### src/include/iadec_pkg.sv
package iadec_pkg;
  localparam int ADDR_W = 16;
  localparam int DATA_W = 8;
  localparam int FLASH_W = 14;
  localparam int FLASH_AW = 15;
  localparam int EE_AW = 8;
  localparam int DM_AW = 12;
  localparam logic [15:0] BANKED_LO = 16'h0000;
  localparam logic [15:0] BANKED_HI = 16'h0fff;
  localparam logic [15:0] LINEAR_LO = 16'h2000;
  localparam logic [15:0] LINEAR_HI = 16'h29af;
  localparam logic [15:0] EE_LO = 16'h7000;
  localparam logic [15:0] EE_HI = 16'h70ff;
  localparam int FLASH_SEL_BIT = 15;
  localparam logic [6:0] GPR_BYTES = 7'h50;
  localparam logic [6:0] GPR_BASE = 7'h20;
  localparam logic [6:0] BANK_SPAN = 7'h7f;
  localparam logic [11:0] WIN0_ADDR = 12'h000;
  localparam logic [11:0] WIN1_ADDR = 12'h001;
  localparam int NVM_EXTRA_CYC = 1;
  localparam logic [7:0] ZERO_BYTE = 8'h00;

  typedef enum logic [2:0]
  {
    IADEC_RGN_NONE = 3'h0,
    IADEC_RGN_BANKED = 3'h1,
    IADEC_RGN_LINEAR = 3'h2,
    IADEC_RGN_FLASH = 3'h3,
    IADEC_RGN_EE = 3'h4,
    IADEC_RGN_WIN = 3'h5
  } iadec_rgn_t;

  typedef struct packed
  {
    logic [7:0] high;
    logic [7:0] low;
  } iadec_ptr_t;

  typedef struct packed
  {
    iadec_rgn_t rgn;
    logic [11:0] dm_addr;
    logic [14:0] flash_addr;
    logic [7:0] ee_addr;
    logic wr_ok;
  } iadec_map_t;
endpackage

### src/core/iadec_linmap.sv
`timescale 1ns/10ps
module iadec_linmap #(
  parameter int NUM_BANKS = 32
) (
  input wire logic [15:0] ptr,
  output logic [11:0] dm_addr,
  output logic hit
);
  logic [11:0] off;
  logic [6:0] bank;
  logic [6:0] rem;
  always_comb
  begin
    off = ptr[11:0] - iadec_pkg::LINEAR_LO[11:0];
    bank = 7'(off / 12'(iadec_pkg::GPR_BYTES));
    rem = 7'(off % 12'(iadec_pkg::GPR_BYTES));
    // common bytes never reached: rem stays below the 80-byte block
    dm_addr = {bank[4:0], 7'(iadec_pkg::GPR_BASE + rem)};
    hit = (ptr >= iadec_pkg::LINEAR_LO) && (ptr <= iadec_pkg::LINEAR_HI)
      && (32'(bank) < NUM_BANKS);
  end
endmodule // iadec_linmap

### src/core/iadec_region.sv
`timescale 1ns/10ps
module iadec_region #(
  parameter int NUM_BANKS = 32
) (
  input wire iadec_pkg::iadec_ptr_t ptr,
  output iadec_pkg::iadec_map_t map
);
  logic [15:0] addr;
  logic [11:0] lin_addr;
  logic lin_hit;
  assign addr = {ptr.high, ptr.low};
  iadec_linmap #(
    .NUM_BANKS(NUM_BANKS)
  ) u_lin (
    .ptr(addr),
    .dm_addr(lin_addr),
    .hit(lin_hit)
  );
  always_comb
  begin
    map.rgn = iadec_pkg::IADEC_RGN_NONE;
    map.dm_addr = addr[11:0];
    map.flash_addr = addr[14:0];
    map.ee_addr = ptr.low;
    map.wr_ok = 1'b0;
    if (addr[iadec_pkg::FLASH_SEL_BIT])
      map.rgn = iadec_pkg::IADEC_RGN_FLASH;
    else if (addr >= iadec_pkg::EE_LO && addr <= iadec_pkg::EE_HI)
      map.rgn = iadec_pkg::IADEC_RGN_EE;
    else if (lin_hit)
    begin
      map.rgn = iadec_pkg::IADEC_RGN_LINEAR;
      map.dm_addr = lin_addr;
      map.wr_ok = 1'b1;
    end
    else if (addr <= iadec_pkg::BANKED_HI)
    begin
      map.rgn = iadec_pkg::IADEC_RGN_BANKED;
      map.wr_ok = 1'b1;
    end
    if (map.rgn inside {iadec_pkg::IADEC_RGN_BANKED,
      iadec_pkg::IADEC_RGN_LINEAR} &&
      ((map.dm_addr[6:0] == iadec_pkg::WIN0_ADDR[6:0]) ||
      (map.dm_addr[6:0] == iadec_pkg::WIN1_ADDR[6:0])))
    begin
      map.rgn = iadec_pkg::IADEC_RGN_WIN;
      map.wr_ok = 1'b0;
    end
  end
endmodule // iadec_region

### src/core/iadec_top.sv
`timescale 1ns/10ps
module iadec_top #(
  parameter int NUM_BANKS = 32
) (
  input wire logic clk,
  input wire logic arst_n,
  input wire logic req,
  input wire logic req_we,
  input wire logic req_sel,
  input wire iadec_pkg::iadec_ptr_t ptr0,
  input wire iadec_pkg::iadec_ptr_t ptr1,
  input wire logic [7:0] req_wdata,
  output logic busy,
  output logic done,
  output logic [7:0] rdata,
  output logic dm_re,
  output logic dm_we,
  output logic [11:0] dm_addr,
  output logic [7:0] dm_wdata,
  input wire logic [7:0] dm_rdata,
  output logic fl_re,
  output logic [14:0] fl_addr,
  input wire logic [13:0] fl_rdata,
  output logic ee_re,
  output logic [7:0] ee_addr,
  input wire logic [7:0] ee_rdata
);
  typedef enum logic [1:0]
  {
    IADEC_IDLE = 2'b00,
    IADEC_WAIT = 2'b01,
    IADEC_DONE = 2'b11
  } iadec_st_t;

  iadec_pkg::iadec_ptr_t ptr;
  iadec_pkg::iadec_map_t map;
  iadec_st_t st_q, st_d;
  iadec_pkg::iadec_rgn_t rgn_q, rgn_d;
  logic [7:0] rdata_q, rdata_d;
  logic done_q, done_d;
  logic nvm;

  assign ptr = req_sel ? ptr1 : ptr0;

  iadec_region #(
    .NUM_BANKS(NUM_BANKS)
  ) u_rgn (
    .ptr(ptr),
    .map(map)
  );

  assign nvm = (map.rgn == iadec_pkg::IADEC_RGN_FLASH) ||
    (map.rgn == iadec_pkg::IADEC_RGN_EE);

  // target strobes are combinational off the live request
  always_comb
  begin
    dm_addr = map.dm_addr;
    fl_addr = map.flash_addr;
    ee_addr = map.ee_addr;
    dm_wdata = req_wdata;
    dm_re = 1'b0;
    dm_we = 1'b0;
    fl_re = 1'b0;
    ee_re = 1'b0;
    if (req && st_q == IADEC_IDLE)
    begin
      dm_we = req_we && map.wr_ok;
      dm_re = !req_we && map.wr_ok;
      fl_re = !req_we && (map.rgn == iadec_pkg::IADEC_RGN_FLASH);
      ee_re = !req_we && (map.rgn == iadec_pkg::IADEC_RGN_EE);
    end
  end

  // read data pick, zero for anything not implemented
  always_comb
  begin
    st_d = st_q;
    rgn_d = rgn_q;
    rdata_d = rdata_q;
    done_d = 1'b0;
    unique case (st_q)
      IADEC_IDLE:
      begin
        if (req)
        begin
          rgn_d = map.rgn;
          if (!req_we && nvm)
            st_d = IADEC_WAIT;
          else
          begin
            done_d = 1'b1;
            if (req_we)
              rdata_d = rdata_q;
            else if (map.wr_ok)
              rdata_d = dm_rdata;
            else
              rdata_d = iadec_pkg::ZERO_BYTE;
          end
        end
      end
      IADEC_WAIT:
      begin
        // first of two extra cycles for the nonvolatile read
        st_d = IADEC_DONE;
      end
      IADEC_DONE:
      begin
        st_d = IADEC_IDLE;
        done_d = 1'b1;
        if (rgn_q == iadec_pkg::IADEC_RGN_FLASH)
          rdata_d = fl_rdata[7:0];
        else
          rdata_d = ee_rdata;
      end
      default:
      begin
        st_d = IADEC_IDLE;
      end
    endcase
  end

  always_ff @(posedge clk or negedge arst_n)
  begin
    if (!arst_n)
    begin
      st_q <= IADEC_IDLE;
      rgn_q <= iadec_pkg::IADEC_RGN_NONE;
      rdata_q <= iadec_pkg::ZERO_BYTE;
      done_q <= 1'b0;
    end
    else
    begin
      st_q <= st_d;
      rgn_q <= rgn_d;
      rdata_q <= rdata_d;
      done_q <= done_d;
    end
  end

  assign busy = (st_q != IADEC_IDLE);
  assign done = done_q;
  assign rdata = rdata_q;
endmodule // iadec_top

### config.mk
export PLATFORM = sky130hd
export DESIGN_NAME = iadec_top
export DESIGN_NICKNAME = d
export VERILOG_FILES = /design/src/include/iadec_pkg.sv /design/src/core/iadec_linmap.sv /design/src/core/iadec_region.sv /design/src/core/iadec_top.sv
export SDC_FILE = /design/constraint.sdc
export NUM_CORES = 1
export LEC_CHECK = 0
export BUFFER_PORTS_ARGS = -buffer_cell sky130_fd_sc_hd__buf_2
export CORE_MARGIN = 1.5
export CORE_UTILIZATION = 46
export CTS_BUF_LIST = sky130_fd_sc_hd__clkbuf_8 sky130_fd_sc_hd__clkbuf_16
export DETAILED_ROUTE_END_ITERATION = 6
export GPL_ROUTABILITY_DRIVEN = 1
export GPL_TIMING_DRIVEN = 0
export PLACE_DENSITY = 0.82
export SLEW_MARGIN = 0
export SYNTH_ARGS = -nofsm -noshare
export SYNTH_HDL_FRONTEND = slang
export SYNTH_SLANG_ARGS = --single-unit
export TNS_END_PERCENT = 30
### constraint.sdc
create_clock -name clk -period 3.6 [get_ports clk]
set_input_delay 0.18 -clock clk [delete_from_list [all_inputs] [get_ports clk]]
set_output_delay 0.18 -clock clk [all_outputs]
set_load 0.005 [all_outputs]
==> After elaboration in Yosys (flattened, before gate mapping) <==
Index checks and enable logic that the tools add are counted.
{ "op_classes": {"n_eq_ne": 12, "magnitude_cmp": 6, "n_mul": 0, "reduce_logical": 21, "shift": 0, "n_bitwise": 0, "add_sub_neg": 1, "div_mod_pow": 2, "muxes": 30} }
{ "op_table": {"columns": ["cell", "count"], "rows": [
  ["$mux 8", 5],
  ["$mux 12", 3],
  ["$ge 16x14->1 const B", 1],
  ["$ge 16x15->1 const B", 1],
  ["$le 16x12->1 const B", 1],
  ["$le 16x14->1 const B", 1],
  ["$le 16x15->1 const B", 1],
  ["$mux 16", 1],
  ["$pmux 8 s2", 1],
  ["$div 12x7->12 const B", 1],
  ["$mod 12x7->12 const B", 1],
  ["$mux 1", 12],
  ["$logic_and 1x1->1", 10],
  ["$eq 3x2->1 const B", 3],
  ["$mux 3", 3],
  ["$add 6x7->7 const A", 1],
  ["$eq 7x1->1 const B", 1],
  ["$logic_not 7->1", 1],
  ["$lt 7x6->1 const B", 1],
  ["$mux 2", 3],
  ["$ne 2x2->1 const B", 3],
  ["$reduce_bool 2->1", 3],
  ["$pmux 2 s2", 1],
  ["$reduce_and 2->1", 2],
  ["10 further kinds", 11]
]} }
{ "word_totals": {"out_inout_bits": 57, "rom_bits": 0, "register_bits": 14, "word_cells": 76, "ram_bits": 0, "in_bits": 75, "n_memories": 0, "latch_bits": 0} }

==> Logic depth before layout (Yosys ltp) <==
{ "logic_depth": {"word_depth": 17, "mapped_depth": 15, "ltp_nobuf": 12} }

==> Hierarchy <==
From an unflattened synthesis, not the netlist that was laid out.
{ "unflattened": {"cells_unflattened": 324, "area_unflattened_um2": 2652.5} }
{ "by_module_without_submodules": {"columns": ["module", "cells_per_inst", "area_per_inst_um2", "instances", "seq_area_each_um2"], "rows": [
  ["iadec_top", 108, 1147.4, 1, 350.3],
  ["iadec_linmap", 161, 1054.8, 1, 0.0],
  ["iadec_region", 55, 450.4, 1, 0.0]
]} }

==> Worst setup path after synthesis <==
Ideal clock, no wire load.
{ "synth_timing": {"path_kind": "in2reg", "start": "in req_sel", "end": "reg rdata_q[0] (netlist: rdata[0])", "setup_ns": 0.125, "setup_slack_ns": 0.345, "path_buffers": 3, "cell_stages": 15, "required_time_ns": 3.475, "arrival_time_ns": 3.130, "path_cell_list": "buf_6 -> mux2i_1 -> inv_1 -> buf_2 -> nor4_1 -> a31oi_1 -> o22a_1 -> nand2_1 -> mux2i_1 -> a32oi_1 -> or4_1 -> a211oi_2 -> buf_4 -> o22ai_1 -> mux2_2"} }
{ "synth_rtl": {"columns": ["element", "line_no", "rtl"], "rows": [
  ["from (decl)", "iadec_top.sv:9", "input wire logic req_sel,"],
  ["to (signal assigned)", "iadec_top.sv:129", "rdata_q <= iadec_pkg::ZERO_BYTE;"],
  ["to (signal assigned)", "iadec_top.sv:136", "rdata_q <= rdata_d;"],
  ["to (decl)", "iadec_top.sv:39", "logic [7:0] rdata_q, rdata_d;"]
]} }

==> run summary <==
Status -> finished, final reports clean
Area contributors post-synth -> dfrtp_1, buf_4, mux2_2, mux2i_1, nor2_1
Post-Place Cells -> 530
Mapped Nets -> 422
Max_cap viols -> 0
Crit Path Class -> primary input to primary output
Most common cell after layout, fill and taps aside -> buf_2
Commonest cells after routing, fill and taps aside -> buf_2, buf_4, nor2_1
Hold-critical path depth -> 4
Pwr Density -> 345 nW/um^2
Synth top area share -> 0.141
GRT met2 Usage -> 0.413
Sink Count -> 14
Total Wirelength -> 7880 um
Number of I/O port buffers -> 116
Die Y -> 76.4 um
Initial Util -> 0.482
Synth area leader -> dfrtp_1
Clock Pin Slew Worst Setup and Hold Paths -> 0.06 ns
Number of buffers created by CTS -> 3
1st-iter DRT viols -> 487
TritonCTS clock tree -> done
Largest net degree at the start of global routing -> 15
P&R area growth vs syn -> 36.4%
FILL cells -> 453
Power Total -> 0.00117 W
Post-DRT Antenna Nets -> 0
Post-DP HPWL -> 5950 um
Crit path DAT -> 3.33 ns
Die width -> 76.4 um
Hold WC Path Type -> primary input to flop
Io pins -> 132
Root Driver -> clkbuf_8
Grt ovf -> 0
Sequential-to-total area share from yosys stat -> 0.141
Crit. End Element -> primary output
Pre-Repair DR Iteration Count -> 5
CP Data Required Time -> 3.42 ns
Hold Fails Final Rpt -> 0
Mean post-synth cell area -> 7.20 sq um
Net Sw Frac -> 0.420
Multi-input logic area -> 1760 sq um
Clk_skew -> 0.00303 ns
Max-slew headroom -> 0.167
Initial antenna violation count -> 0
Gpl congestion -> 0.975
Final period util -> 0.975
Worst-Margin Slew -> 1.25 ns
Final std cells w/o fill -> 541
Via/cell ratio -> 5.78
CP max FO -> 10
Placeable core area -> 5140 sq um
Vias in the first global route -> 2840
Number of synthesized flops with an enable pin -> 0
Antenna Cells -> 0
FF+latch count, synth -> 14
Comb pwr share -> 0.639
Layout net count -> 550
Std-Cell Rows -> 26
Worst Setup Start Kind -> primary input
Per-cell routed wire length -> 14.6 um
Mapped Area -> 2480 sq um
Worst vdd ir -> 340 uV
Cell internal pwr -> 0.000676 W
LEAKAGE -> 1.66 nW
First-pass GRT wire length -> 12600 um
R2R depth -> 5
CTS max path bufs -> 2
Grt peak-use layer -> met2
Final Setup Violations -> 0
Worst-Skew Late Latency -> 0.25 ns
Fraction of registers with async set/reset -> 1.00
Top_reg_cell synth -> dfrtp_1
Net Sw Power -> 0.000490 W
Post-Syn Instances -> 344
Total GRT Usage -> 0.255
Post-synth cell types -> 53
DRC Markers -> 0
Max-slew violations -> 0
Reg power frac -> 0.225
Clock power share -> 0.136
GRT met1 Usage -> 0.333
Die ar. -> 5830 sq um
Layout cells sized above 1 -> 0.478
Synth Warn # -> 0
Grt met3 use -> 0.0527
Fin crit period -> 3.51 ns
# H-tree levels -> 1
Seq. cell area -> 350 sq um
F_max -> 285 MHz
Via count -> 3126
cell families after synthesis:
family / synth area share
simple gates: 0.200
mux: 0.162
xor+xnor: 0.0141
compound gates: 0.270
buf+inv: 0.193
fa+ha+maj: 0.0192
flops: 0.141
path summary, 6_finish.rpt:
check | endpoint | from | slack, ns
worst max-delay path | dm_we | req_sel | 0.09
worst min-delay path | rgn_q[0] | req | 0.31
worst max register to register | rdata[1] | st_q[1] | 1.08
worst min register to register | rgn_q[0] | rgn_q[0] | 0.48
max in group asynchronous | st_q[0] | arst_n | 3.00
min in group asynchronous | rdata[2] | arst_n | 0.36
what timing repair did:
action / in CTS / in global routing
pin swaps: 0 / 3
gates resized for setup: 5 / 29
setup endpoints to repair: 2 / 9
endpoints found under the hold margin: 14 / 0
setup buffers: 0 / 6
hold buffers: 1 / 0
power groups by stage:
stage	Sequential (W)	Combinational [W]	Clock [W]
final	0.000263	0.000745	0.000159
after global routing	0.000272	0.000813	0.000172
after CTS	0.000262	0.000713	0.000163
after detailed placement	0.000263	0.000707	0
after global placement	0.000261	0.000687	0
after floorplan	0.000264	0.000480	0
synthesized netlist by cell type (all sizes together), types with 11 or more instances:
library cell   n
buf           55
nor2          29
nand2         26
o21ai         23
a21oi         19
mux2          19
mux2i         18
nor3          15
dfrtp         14
o22ai         14
nand3         13
clkbuf        12
inv           11
critical path, stage by stage:
cell and delay [ns]:
buf_8 0.15, mux2i_4 0.30, inv_2 0.10, xnor2_2 0.19, o32a_1 0.36, a21o_1 0.22, and4_4 0.20, a311oi_2 0.23
a32oi_1 0.11, or4_4 0.51, a211oi_2 0.25, buf_4 0.20, and4b_1 0.19, buf_2 0.13
metrics by stage:
step	hold slack [ns]	TNS (ns)	instance area [sq um]	setup slack (ns)	util
floorplan	-0.116	0	2480	0.345	-
global placement	0.0947	-0.665	3140	-0.0942	0.612
detailed placement	0.0948	-1.04	3140	-0.148	0.612
CTS	0.294	0	3230	0.00717	0.629
global route	0.302	-0.0560	3380	-0.0430	0.657
finish	0.313	0	3380	0.0903	0.657
registers in the layout, indices dropped and copies added, names as in the netlist:
name,cells
done,1
rgn_q,3
rdata,8
st_q,2
final cells by class:
type | count | share of cell area
well taps | 70 | 0.0259
flip-flops and latches | 14 | 0.104
inverters | 12 | 0.0133
multi-input cells | 251 | 0.520
repair buffers | 123 | 0.188
plain buffers | 67 | 0.133
clock buffers | 4 | 0.0163
routing by layer:
metal  vias up  part of all wire
li1       1491                 -
met1      1407              0.41
met2       196              0.47
met3        32             0.093
met4         0             0.031
met5         -                 0
(Power assumes the default switching activity.)
